--- src/common/fsl_pkg.sv ---
// Constants and types for the flash status, error and lock block
// Notes on behaviour
// - A failed or protected program/erase raises its error flag; operation counts as not done.
// - On error, program-fail or erase-fail and operation-pending go to 1 and stay there.
// - Host sends clear-status to recover; device clears errors and returns to standby.
// - Register-lock set freezes block-protect bits, nonvolatile complement and top/bottom select.
// - Write-registers with one data byte updates status one only, config one untouched.
// - Autoboot and bank-address opcodes are not decoded; host must not use them.
// - No hold function; that pin is an active-low hardware reset input.
// - Hardware reset pin low resets the device to standby, ready for commands.
package fsl_pkg;
    // Serial opcodes
    localparam logic [7:0] OPC_WRITE_REGS = 8'h01;
    localparam logic [7:0] OPC_RDSR = 8'h05;
    localparam logic [7:0] OPC_WREN = 8'h06;
    localparam logic [7:0] OPC_CLSR = 8'h30;
    localparam logic [7:0] OPC_RDCR = 8'h35;
    // Status one bit positions
    localparam int SR_OP_PENDING = 0;
    localparam int SR_WEL = 1;
    localparam int SR_PERR = 6;
    localparam int SR_EERR = 7;
    localparam int SR_TB = 6;
    // Config one bit positions
    localparam int CR_LOCK = 0;
    localparam int CR_QUAD = 1;
    localparam int CR_CMP = 6;
    // Write masks
    localparam logic [7:0] SRV_WMASK = 8'h3C;
    localparam logic [7:0] SRNV_WMASK = 8'h7C;
    localparam logic [7:0] CR_WMASK = 8'h42;
    localparam logic [7:0] CR_LOCKED_MASK = 8'h40;
    // Reset values
    localparam logic [7:0] SRNV_RST = 8'h00;
    localparam logic [7:0] CRNV_RST = 8'h00;
    // Pin sync flops start at idle levels; sck idles low so reset makes no false edge
    localparam logic [3:0] PIN_IDLE = 4'hE;
    // APB map
    localparam logic [11:0] ADDR_STATUS = 12'h000;
    localparam logic [11:0] ADDR_OPCMD = 12'h004;
    localparam int OP_PGM = 0;
    localparam int OP_ERS = 1;
    localparam int OP_PROT = 2;
    localparam int OP_FAIL = 3;
    // Timing
    localparam int CLK_NS = 40;
    localparam int OP_TIME_NS = 2000;
    localparam int OP_CYCLES = OP_TIME_NS / CLK_NS;
    localparam logic [7:0] OP_CNT_INIT = 8'(OP_CYCLES);

    typedef struct packed {
        logic [7:0] cr_nv;
        logic [7:0] cr_v;
        logic [7:0] sr_nv;
        logic [7:0] sr_v;
    } fsl_regs_t;

    typedef enum logic [2:0] {ST_IDLE, ST_CMD, ST_DATA, ST_READ, ST_SKIP} fsl_state_t;
endpackage : fsl_pkg

--- src/design/fsl_status_lock.sv ---
// Serial flash status, error flags and register lock with APB view
`timescale 1ns/1ps
`default_nettype none
module fsl_status_lock (
    input wire logic ref_clk_i,
    input wire logic nrst_i,
    input wire logic psel_i,
    input wire logic penable_i,
    input wire logic pwrite_i,
    input wire logic [11:0] paddr_i,
    input wire logic [31:0] pwdata_i,
    output logic [31:0] prdata_o,
    output logic pready_o,
    output logic pslverr_o,
    input wire logic sck_i,
    input wire logic cs_n_i,
    input wire logic si_i,
    input wire logic reset_n_pin_i,
    output logic so_o,
    output logic so_oe_n_o
);
    ////////////////////////////////////////////////////////////////
    logic [1:0] rst_sync_ff;
    wire rst_n = rst_sync_ff[1];
    always_ff @(posedge ref_clk_i or negedge nrst_i) begin
        if (!nrst_i) rst_sync_ff <= 2'h0;
        else rst_sync_ff <= {rst_sync_ff[0], 1'b1};
    end

    // Pins: sck, cs_n, si, reset pin
    logic [3:0] pin_s1_ff;
    logic [3:0] pin_s2_ff;
    logic sck_d_ff;
    wire [3:0] pin_raw = {reset_n_pin_i, si_i, cs_n_i, sck_i};
    genvar gi;
    generate
        for (gi = 0; gi < 4; gi++) begin : g_sync
            always_ff @(posedge ref_clk_i or negedge rst_n) begin
                if (!rst_n) begin
                    pin_s1_ff[gi] <= fsl_pkg::PIN_IDLE[gi];
                    pin_s2_ff[gi] <= fsl_pkg::PIN_IDLE[gi];
                end else begin
                    pin_s1_ff[gi] <= pin_raw[gi];
                    pin_s2_ff[gi] <= pin_s1_ff[gi];
                end
            end
        end
    endgenerate
    always_ff @(posedge ref_clk_i or negedge rst_n) begin
        if (!rst_n) sck_d_ff <= 1'b0;
        else sck_d_ff <= pin_s2_ff[0];
    end
    wire cs_n = pin_s2_ff[1];
    wire si = pin_s2_ff[2];
    // Former hold pin serves only as reset; no pause logic exists
    wire pin_rst = !pin_s2_ff[3];
    wire sck_rise = pin_s2_ff[0] && !sck_d_ff;
    wire sck_fall = !pin_s2_ff[0] && sck_d_ff;

    ////////////////////////////////////////////////////////////////
    fsl_pkg::fsl_regs_t regs_ff;
    fsl_pkg::fsl_state_t state_ff;
    logic [2:0] bit_cnt_ff;
    logic [7:0] rx_ff;
    logic [7:0] cmd_ff;
    logic [7:0] d0_ff;
    logic [7:0] d1_ff;
    logic [1:0] nbytes_ff;
    logic [7:0] tx_ff;
    logic busy_ff;
    logic op_ers_ff;
    logic op_bad_ff;
    logic [7:0] op_cnt_ff;

    wire lock = regs_ff.cr_v[fsl_pkg::CR_LOCK];
    wire operation_pending_flag = regs_ff.sr_v[fsl_pkg::SR_OP_PENDING];
    wire wel = regs_ff.sr_v[fsl_pkg::SR_WEL];
    wire has_err = regs_ff.sr_v[fsl_pkg::SR_PERR] || regs_ff.sr_v[fsl_pkg::SR_EERR];
    wire [7:0] rx_next = {rx_ff[6:0], si};
    wire byte_done = sck_rise && (bit_cnt_ff == 3'h7);
    wire cs_rise = cs_n && (state_ff != fsl_pkg::ST_IDLE);
    wire cs_fall = !cs_n && (state_ff == fsl_pkg::ST_IDLE);

    // Commands act when chip select rises; unknown opcodes do nothing
    wire write_registers_go = cs_rise && state_ff == fsl_pkg::ST_DATA && cmd_ff == fsl_pkg::OPC_WRITE_REGS
                  && nbytes_ff != 2'h0 && wel && !operation_pending_flag;
    wire two_bytes = nbytes_ff[1];
    wire clsr_go = cs_rise && state_ff == fsl_pkg::ST_SKIP && cmd_ff == fsl_pkg::OPC_CLSR;
    wire wren_go = cs_rise && state_ff == fsl_pkg::ST_SKIP && cmd_ff == fsl_pkg::OPC_WREN
                   && !operation_pending_flag;

    // Lock turns write masks off for protected fields
    wire [7:0] srv_wm = lock ? 8'h00 : fsl_pkg::SRV_WMASK;
    wire [7:0] srnv_wm = lock ? 8'h00 : fsl_pkg::SRNV_WMASK;
    wire [7:0] cr_wm = lock ? (fsl_pkg::CR_WMASK & ~fsl_pkg::CR_LOCKED_MASK) : fsl_pkg::CR_WMASK;
    wire [7:0] srv_new = (regs_ff.sr_v & ~srv_wm) | (d0_ff & srv_wm);
    wire [7:0] srnv_new = (regs_ff.sr_nv & ~srnv_wm) | (d0_ff & srnv_wm);
    // Lock bit can be set by software, cleared only by a reset
    wire [7:0] crv_new = ((regs_ff.cr_v & ~cr_wm) | (d1_ff & cr_wm)) | {7'h00, d1_ff[fsl_pkg::CR_LOCK]};
    wire [7:0] crnv_new = (regs_ff.cr_nv & ~cr_wm) | (d1_ff & cr_wm);

    // APB decode
    wire apb_setup = psel_i && !penable_i;
    wire apb_write = psel_i && penable_i && pready_o && pwrite_i;
    wire hit_status = paddr_i == fsl_pkg::ADDR_STATUS;
    wire hit_opcmd = paddr_i == fsl_pkg::ADDR_OPCMD;
    wire apb_bad = !(hit_status || (hit_opcmd && pwrite_i));
    wire [31:0] rd_word = hit_status ? regs_ff : 32'h0000_0000;
    wire op_req = apb_write && hit_opcmd && (pwdata_i[fsl_pkg::OP_PGM] || pwdata_i[fsl_pkg::OP_ERS]);
    wire op_start = op_req && !operation_pending_flag && wel && !pin_rst;
    wire op_end = busy_ff && op_cnt_ff == 8'h01;

    ////////////////////////////////////////////////////////////////
    always_ff @(posedge ref_clk_i or negedge rst_n) begin
        if (!rst_n) begin
            pready_o <= 1'b0;
            pslverr_o <= 1'b0;
            prdata_o <= 32'h0000_0000;
        end else begin
            pready_o <= apb_setup;
            pslverr_o <= apb_setup && apb_bad;
            prdata_o <= apb_setup ? rd_word : 32'h0000_0000;
        end
    end

    // Serial front end
    always_ff @(posedge ref_clk_i or negedge rst_n) begin
        if (!rst_n) begin
            state_ff <= fsl_pkg::ST_IDLE;
            bit_cnt_ff <= 3'h0;
            rx_ff <= 8'h00;
            cmd_ff <= 8'h00;
            d0_ff <= 8'h00;
            d1_ff <= 8'h00;
            nbytes_ff <= 2'h0;
            tx_ff <= 8'h00;
            so_o <= 1'b0;
            so_oe_n_o <= 1'b1;
        end else if (pin_rst || cs_rise) begin
            state_ff <= fsl_pkg::ST_IDLE;
            so_oe_n_o <= 1'b1;
        end else if (cs_fall) begin
            state_ff <= fsl_pkg::ST_CMD;
            bit_cnt_ff <= 3'h0;
            nbytes_ff <= 2'h0;
        end else begin
            if (sck_rise) begin
                rx_ff <= rx_next;
                bit_cnt_ff <= bit_cnt_ff + 3'h1;
            end
            if (sck_fall && state_ff == fsl_pkg::ST_READ) begin
                so_o <= tx_ff[7];
                tx_ff <= {tx_ff[6:0], 1'b0};
                so_oe_n_o <= 1'b0;
            end
            if (byte_done) begin
                unique case (state_ff)
                    fsl_pkg::ST_CMD: begin
                        cmd_ff <= rx_next;
                        if (rx_next == fsl_pkg::OPC_WRITE_REGS) state_ff <= fsl_pkg::ST_DATA;
                        else if (rx_next == fsl_pkg::OPC_RDSR || rx_next == fsl_pkg::OPC_RDCR) begin
                            state_ff <= fsl_pkg::ST_READ;
                            tx_ff <= (rx_next == fsl_pkg::OPC_RDSR) ? regs_ff.sr_v : regs_ff.cr_v;
                        end else state_ff <= fsl_pkg::ST_SKIP;
                    end
                    fsl_pkg::ST_DATA: begin
                        if (nbytes_ff == 2'h0) d0_ff <= rx_next;
                        else if (nbytes_ff == 2'h1) d1_ff <= rx_next;
                        if (!nbytes_ff[1]) nbytes_ff <= nbytes_ff + 2'h1;
                    end
                    fsl_pkg::ST_READ: tx_ff <= (cmd_ff == fsl_pkg::OPC_RDSR) ? regs_ff.sr_v : regs_ff.cr_v;
                    fsl_pkg::ST_SKIP: state_ff <= fsl_pkg::ST_SKIP;
                    fsl_pkg::ST_IDLE: state_ff <= fsl_pkg::ST_IDLE;
                endcase
            end
        end
    end

    // Embedded program/erase model and status registers
    always_ff @(posedge ref_clk_i or negedge rst_n) begin
        if (!rst_n) begin
            regs_ff <= '{cr_nv: fsl_pkg::CRNV_RST, cr_v: fsl_pkg::CRNV_RST, sr_nv: fsl_pkg::SRNV_RST,
                         sr_v: fsl_pkg::SRNV_RST & fsl_pkg::SRV_WMASK};
            busy_ff <= 1'b0;
            op_ers_ff <= 1'b0;
            op_bad_ff <= 1'b0;
            op_cnt_ff <= 8'h00;
        end else if (pin_rst) begin
            // Volatile copies reload from nonvolatile, operation aborted
            regs_ff.sr_v <= regs_ff.sr_nv & fsl_pkg::SRV_WMASK;
            regs_ff.cr_v <= {regs_ff.cr_nv[7:1], 1'b0};
            busy_ff <= 1'b0;
            op_cnt_ff <= 8'h00;
        end else begin
            if (op_start) begin
                busy_ff <= 1'b1;
                op_ers_ff <= pwdata_i[fsl_pkg::OP_ERS];
                op_bad_ff <= pwdata_i[fsl_pkg::OP_PROT] || pwdata_i[fsl_pkg::OP_FAIL];
                op_cnt_ff <= fsl_pkg::OP_CNT_INIT;
                regs_ff.sr_v[fsl_pkg::SR_OP_PENDING] <= 1'b1;
            end else if (busy_ff) begin
                op_cnt_ff <= op_cnt_ff - 8'h01;
            end
            if (wren_go) regs_ff.sr_v[fsl_pkg::SR_WEL] <= 1'b1;
            if (write_registers_go) begin
                regs_ff.sr_v <= srv_new;
                regs_ff.sr_nv <= srnv_new;
                regs_ff.sr_v[fsl_pkg::SR_WEL] <= 1'b0;
                if (two_bytes) begin
                    regs_ff.cr_v <= crv_new;
                    regs_ff.cr_nv <= crnv_new;
                end
            end
            if (clsr_go && has_err) begin
                regs_ff.sr_v[fsl_pkg::SR_PERR] <= 1'b0;
                regs_ff.sr_v[fsl_pkg::SR_EERR] <= 1'b0;
                regs_ff.sr_v[fsl_pkg::SR_OP_PENDING] <= 1'b0;
                regs_ff.sr_v[fsl_pkg::SR_WEL] <= 1'b0;
            end
            // Completion after clear so a set always wins
            if (op_end) begin
                busy_ff <= 1'b0;
                if (op_bad_ff) begin
                    regs_ff.sr_v[fsl_pkg::SR_EERR] <= op_ers_ff;
                    regs_ff.sr_v[fsl_pkg::SR_PERR] <= !op_ers_ff;
                    regs_ff.sr_v[fsl_pkg::SR_OP_PENDING] <= 1'b1;
                end else begin
                    regs_ff.sr_v[fsl_pkg::SR_OP_PENDING] <= 1'b0;
                    regs_ff.sr_v[fsl_pkg::SR_WEL] <= 1'b0;
                end
            end
        end
    end
endmodule : fsl_status_lock
`default_nettype wire

--- config.mk ---
export PLATFORM = sky130hd
export DESIGN_NAME = fsl_status_lock
export DESIGN_NICKNAME = d
export VERILOG_FILES = /design/src/common/fsl_pkg.sv /design/src/design/fsl_status_lock.sv
export SDC_FILE = /design/constraint.sdc
export NUM_CORES = 1
export LEC_CHECK = 0
export ABC_AREA = 0
export BUFFER_PORTS_ARGS = -buffer_cell sky130_fd_sc_hd__buf_2
export CAP_MARGIN = 20
export CORE_MARGIN = 2
export CORE_UTILIZATION = 50
export DETAILED_ROUTE_END_ITERATION = 10
export MAX_ROUTING_LAYER = met4
export PLACE_DENSITY = 0.73
export SETUP_SLACK_MARGIN = 0.15
export SYNTH_ARGS = -nofsm -noshare
export SYNTH_HDL_FRONTEND = slang
export SYNTH_SLANG_ARGS = --single-unit
--- constraint.sdc ---
create_clock -name ref_clk_i -period 3.7 [get_ports ref_clk_i]
set_input_delay 0.74 -clock ref_clk_i [delete_from_list [all_inputs] [get_ports ref_clk_i]]
set_output_delay 0.74 -clock ref_clk_i [all_outputs]
set_load 0.02 [all_outputs]
==> qor.csv, run 1 <==
stage,metric,value,unit
status,status,completed,
global_route,initial antenna violation count,0,
detailed_routing,Routed wire per std cell,16.3,um
worst_setup_path,max incr delay on CP,0.87,ns
finish,Storage cell area,0.00256,mm2
worst_setup_path,cell at the slowest stage of the critical path,dfstp_2,
detailed_routing,Post-Route WL,9.71,mm
power_and_ir_drop,Max IR drop VDD,0.350,mV
sta,skew final,0.00556,ns
placed_design,GP Congestion,0.882,
global_route,vias in the first global route,3350,
worst_setup_path,CP endpoint kind,flip-flop,
worst_setup_path,"delay-heaviest family, CP",simple AND/OR/NAND/NOR gates,
sta,Tcrit/Tclk final,0.709,
sta,Hold WS,0.138,ns
placed_design,detailed placement HPWL,6.82,mm
synth,synth warn,0,
worst_hold_path,HP Class,in -> async,
clock_tree,CTS Buffer Depth,2,
clock_tree,"Setup Fix Bufs, Post-CTS",0,
worst_setup_path,critical path arrival,2.88,ns
sta,setup TNS,0,ns
sta,maximum clock rate,0.381,GHz
floorplan,Rows,35,
clock_tree,CTS-repair resized insts,0,
synth,Post-synth top flop,dfrtp_1,
clock_tree,CTS sink cnt,102,
clock_tree,CTS H-tree depth,3,
finish,"commonest non-fill, non-tap cells in the layout","dfrtp_1, buf_2, mux2_2",
floorplan,core area,0.00928,mm2
finish,layout cells sized above 1,0.244,
detailed_routing,vias,3384,
sta,endpoints failing hold,0,
finish,"commonest non-fill, non-tap cell in the layout",dfrtp_1,
clock_tree,worst skew pair latency,0.36,ns
floorplan,die height,102,um
power_and_ir_drop,leakage,2.43,nW
finish,nets@finish,519,
synth,cell count after synthesis,424,
synth,Synth area leader,dfrtp_1,
synth,sequential-to-total area share from yosys stat,0.534,
power_and_ir_drop,Overall Power,2.21,mW
detailed_routing,Via-to-Cell Ratio,5.68,
synth,Synth area leaders,"dfrtp_1, mux2_2, dfstp_2",
detailed_routing,1st-pass router iterations,5,
detailed_routing,Routed Antenna Nets,0,
worst_setup_path,worst-path cell chain,"nand2b_1, nor4_1, nor3b_2, mux2_2",
sta,Final Setup Violations,0,
floorplan,Die X,102,um
floorplan,initial core utilization,0.517,
sta,unrepaired setup endpoints after global routing,no,
synth,top cell type's share of synthesized area,0.495,
worst_setup_path,Max Fanout on Critical Path,26,
synth,fraction of registers with async set/reset,1.00,
worst_setup_path,CP bufs+invs,0,
clock_tree,CTS Hold Bufs,0,
global_route,first-pass GRT wire length,16.4,mm
clock_tree,CTS root buf,clkbuf_8,
floorplan,die area,0.0104,mm2
placed_design,pre-CTS setup slack,1.10,ns
detailed_routing,Residual DRC,0,
clock_tree,total CTS buffers,9,
sta,Tmin final,2.62,ns
global_route,"Remaining Overflow, GRT",0,
global_route,pin count of the biggest net entering global routing,73,
synth,register bit total from synthesis,102,
global_route,GRT Total Usage,0.208,
worst_setup_path,Crit path required time,3.95,ns
finish,filler cell count,826,
job,total of max-cap violations,0,
sta,Rel. slew slack,0.260,
worst_setup_path,startpoint types,flip-flop,
worst_setup_path,critical setup path kind,reg -> reg,
synth,post-synth cell types,66,
clock_tree,CTS tree,yes,
floorplan,Top Ports,89,
finish,Area growth syn-to-layout,10.1,%
synth,synthesized area,0.00480,mm2
synth,syn avg cell area,11.3,um2
power_and_ir_drop,PwrDens,418,mW/mm2
finish,multi-input logic area,0.00204,mm2
sta,Worst Tran Pin Value,1.09,ns
sta,final setup margin,1.08,ns
detailed_routing,initial detailed-routing violation count,156,
synth,number of synthesized flops with an enable pin,0,
placed_design,PortBufs,51,
sta,"Slew Viols, Final",0,
clock_tree,Worst-path clk slew,0.10,ns
finish,Ant. Diodes,0,
[Yosys cell counts, types with 4 or more instances]
cell and count:
nand2_1 14, and3_1 5, nor3_1 11, and2_1 23, ha_1 4, mux2_2 26
xnor2_1 6, nor4b_1 7, nor2b_1 5, mux2_1 7, a21oi_1 11, o21ai_0 5
nand3b_1 5, o21a_1 4, nand4_1 5, clkbuf_1 20, inv_1 11, dfstp_2 7
o22ai_1 6, nor4_1 7, nand3_1 17, nor2_1 22, a221o_1 5, dfrtp_1 95
a31oi_1 7, buf_4 13, or4b_1 4, nand2b_1 4, o21ai_1 6
[layout make-up]
class | count | share of cell area
Sequential cell | 102 | 0.485
Multi-Input combinational cell | 285 | 0.386
Clock buffer | 10 | 0.0241
Tap cell | 129 | 0.0305
Clock inverter | 6 | 0.0149
Inverter | 11 | 0.00781
Timing Repair Buffer | 53 | 0.0511
[state kept, by name, indices dropped and copies added (netlist names), 3 cells and up]
signal	count
op_cnt_ff	8
bit_cnt_ff	3
tx_ff	8
cmd_ff	8
state_ff	3
prdata_o	19
regs_ff	16
d1_ff	3
pin_s1_ff	4
rx_ff	7
d0_ff	5
[worst register-to-register path: stages (launching register included)]
cell and delay [ns]:
dfstp_2 0.87, nand2b_1 0.34, nor4_1 0.48, nor3b_2 0.45
mux2_2 0.38
[where the power goes]
| part | internal, mW | switching [mW] | total [mW] |
|---|---|---|---|
| Combinational | 0.0980 | 0.104 | 0.202 |
| Clock | 0.327 | 0.394 | 0.721 |
| Sequential | 1.17 | 0.119 | 1.29 |
[routing by layer]
metal	part of all wire	global-route usage	routed length, um
met1	0.44	0.264	4240
met2	0.49	0.329	4730
met3	0.057	0.0561	555
met4	0.018	0.0595	176
met5	0	-	0
[worst paths after layout]
path	from	to	slack [ns]	cells after the start
setup / recovery	pin_s2_ff[3]$_DFF_PN1_	d0_ff[3]$_DFFE_PN0P_	1.08	4
hold / removal	nrst_i	rst_sync_ff[0]$_DFF_PN0_	0.14	1
setup reg to reg	pin_s2_ff[3]$_DFF_PN1_	d0_ff[3]$_DFFE_PN0P_	1.08	4
hold reg to reg	pin_s1_ff[0]$_DFF_PN0_	pin_s2_ff[0]$_DFF_PN0_	0.35	0
max in group asynchronous	rst_sync_ff[1]$_DFF_PN0_	d1_ff[6]$_DFFE_PN0P_	2.32	1
min in group ref_clk_i	pin_s1_ff[0]$_DFF_PN0_	pin_s2_ff[0]$_DFF_PN0_	0.35	0
[through the flow]
| stage | cell area, um2 | utilization | instances |
|---|---|---|---|
| floorplan | 4830 | - | 433 |
| global placement | 5080 | 0.547 | 580 |
| detailed placement | 5080 | 0.547 | 580 |
| CTS | 5290 | 0.569 | 596 |
| global route | 5290 | 0.569 | 596 |
| finish | 5290 | 0.569 | 596 |
[logic make-up after synthesis]
kind of cell               share of synthesized area
AOI/OAI and AO/OA                              0.106
adders and majority gates                     0.0104
DFF                                            0.534
muxes                                         0.0816
buffers and inverters                         0.0480
other                                        0.00157
and+or+nand+nor                                0.202
xor gates and xnor gates                      0.0164
(Power assumes the default switching activity.)
==> inputs of run 2 (changes only) <==
- PLACE_DENSITY: 0.73 -> 0.76
- clock period: 3.7 -> 2.39 ns (I/O delays scaled with it)
==> qor.csv, run 2 (same netlist as run 1, synthesis figures left out) <==
stage,metric,value,unit,change
status,status,completed,,
detailed_routing,Post-Route WL,9.94,mm,+2.4%
worst_setup_path,Max Fanout on Critical Path,6,,-77%
clock_tree,CTS tree,yes,,
sta,Worst Tran Pin Value,0.591,ns,-0.503 ns
placed_design,GP Congestion,0.936,,+6.0%
finish,"commonest non-fill, non-tap cell in the layout",dfrtp_1,,
worst_setup_path,max incr delay on CP,0.61,ns,-0.26 ns
worst_setup_path,worst-path cell chain,"or4_4, or4_4, nor3_4, mux2_1",,
worst_setup_path,Crit path required time,2.65,ns,-1.30 ns
finish,nets@finish,545,,+5.0%
finish,Non-Filler Instances,622,,+4.4%
sta,maximum clock rate,0.460,GHz,+21%
detailed_routing,1st-pass router iterations,4,,-1
placed_design,detailed placement HPWL,7.23,mm,+5.9%
finish,max FFs per register,19,,unchanged
finish,"commonest non-fill, non-tap cells in the layout","dfrtp_1, buf_2, mux2_2, buf_4, and2_1",,
worst_setup_path,critical path's most frequent cell,or4_4,,
clock_tree,CTS sink cnt,102,,unchanged
global_route,initial antenna violation count,0,,unchanged
worst_setup_path,critical setup path kind,reg -> reg,,
worst_setup_path,CP endpoint kind,flip-flop,,
power_and_ir_drop,leakage,2.56,nW,+5.2%
placed_design,PortBufs,51,,unchanged
power_and_ir_drop,Max IR drop VDD,0.347,mV,-0.97%
sta,Tcrit/Tclk final,0.910,,+0.202
floorplan,Rows,35,,unchanged
floorplan,Die X,102,um,unchanged
worst_setup_path,cell at the slowest stage of the critical path,or4_4,,
power_and_ir_drop,Overall Power,3.49,mW,+58%
sta,setup TNS,0,ns,unchanged
detailed_routing,vias,3500,,+3.4%
finish,filler cell count,790,,-4.4%
floorplan,initial core utilization,0.517,,unchanged
sta,unrepaired setup endpoints after global routing,no,,
worst_setup_path,startpoint types,flip-flop,,
detailed_routing,Via-to-Cell Ratio,5.63,,-0.90%
sta,"Slew Viols, Final",0,,unchanged
floorplan,core area,0.00928,mm2,unchanged
global_route,GRT Total Usage,0.207,,-0.000653
worst_setup_path,"delay-heaviest family, CP",simple AND/OR/NAND/NOR gates,,
clock_tree,CTS Buffer Depth,2,,unchanged
global_route,pin count of the biggest net entering global routing,45,,-38%
finish,Area growth syn-to-layout,14.5,%,
clock_tree,CTS root buf,clkbuf_8,,
finish,layout cells sized above 1,0.284,,+0.0399
placed_design,Inst Count DP,603,,+4.0%
clock_tree,Worst-path clk slew,0.10,ns,about the same
global_route,vias in the first global route,3391,,+1.2%
detailed_routing,Residual DRC,0,,unchanged
detailed_routing,Routed Antenna Nets,0,,unchanged
worst_setup_path,CP bufs+invs,0,,unchanged
sta,Final Setup Violations,0,,unchanged
detailed_routing,initial detailed-routing violation count,119,,-24%
job,total of max-cap violations,0,,unchanged
floorplan,die area,0.0104,mm2,unchanged
floorplan,Top Ports,89,,unchanged
clock_tree,CTS H-tree depth,3,,unchanged
worst_hold_path,HP Class,in -> reg,,
finish,Largest Register,prdata_o,,
detailed_routing,Routed wire per std cell,16.0,um,-1.9%
floorplan,die height,102,um,unchanged
sta,Tmin final,2.18,ns,-0.447 ns
power_and_ir_drop,PwrDens,635,mW/mm2,+52%
clock_tree,total CTS buffers,9,,unchanged
finish,Ant. Diodes,0,,unchanged
global_route,"Remaining Overflow, GRT",0,,unchanged
sta,skew final,0.0113,ns,+0.00572 ns
clock_tree,worst skew pair latency,0.37,ns,about the same
global_route,first-pass GRT wire length,16.2,mm,-1.1%
sta,endpoints failing hold,0,,unchanged
sta,Rel. slew slack,0.600,,+0.340
finish,Top Registers,"prdata_o x19, regs_ff x16",,
worst_setup_path,critical path arrival,2.43,ns,-0.45 ns
run 2: final timing paths:
| path | cells past startpoint | slack [ns] | from | end |
|---|---|---|---|---|
| setup / recovery | 4 | 0.21 | cmd_ff[6]$_DFFE_PN0P_ | regs_ff[25]$_DFFE_PN0P_ |
| hold / removal | 1 | 0.20 | cs_n_i | pin_s1_ff[1]$_DFF_PN1_ |
| setup reg to reg | 4 | 0.21 | cmd_ff[6]$_DFFE_PN0P_ | regs_ff[25]$_DFFE_PN0P_ |
| hold reg to reg | 0 | 0.31 | rst_sync_ff[1]$_DFF_PN0_ | op_cnt_ff[5]$_DFFE_PN0P_ |
| max in group asynchronous | 1 | 1.41 | rst_sync_ff[1]$_DFF_PN0_ | tx_ff[2]$_DFFE_PN0P_ |
| min in group asynchronous | 0 | 0.31 | rst_sync_ff[1]$_DFF_PN0_ | op_cnt_ff[5]$_DFFE_PN0P_ |
run 2: through the flow:
stage                util  hold WS, ns  instance area [um2]  setup slack [ns]
floorplan               -        0.182                 4830             0.215
global placement    0.567        0.263                 5260             0.197
detailed placement  0.567        0.267                 5260             0.156
CTS                 0.590        0.187                 5480             0.169
global route        0.592        0.183                 5500             0.149
finish              0.592        0.201                 5500             0.214
run 2: cell type report:
type	count	area (um2)	share of cell area
multi-input cells	285	2040	0.372
repair buffers	79	480	0.0874
well taps	129	161	0.0294
clock buffers	9	124	0.0225
inverters	11	41.3	0.00751
clock inverters	7	81.3	0.0148
flip-flops and latches	102	2560	0.467
run 2: layer usage:
| metal | vias to the layer above | GRT usage | wire (um) |
|---|---|---|---|
| met3 | 17 | 0.0287 | 565 |
| met4 | 0 | 0.0882 | 262 |
| li1 | 1656 | - | - |
| met2 | 112 | 0.329 | 4780 |
| met5 | - | - | 0 |
| met1 | 1715 | 0.268 | 4320 |
run 2: timing repair:
action                                 in CTS  in global routing
buffers inserted                            0                  2
setup endpoints to repair                   1                  2
pin swaps                                   1                  2
resized for setup                           0                  1
hold buffers                                1                  0
endpoints found under the hold margin       2                  0
run 2: where the power goes:
part           internal (mW)  total, mW  switching (mW)
registers               1.81       1.93           0.120
logic                  0.197      0.438           0.241
clock network          0.499       1.13           0.628
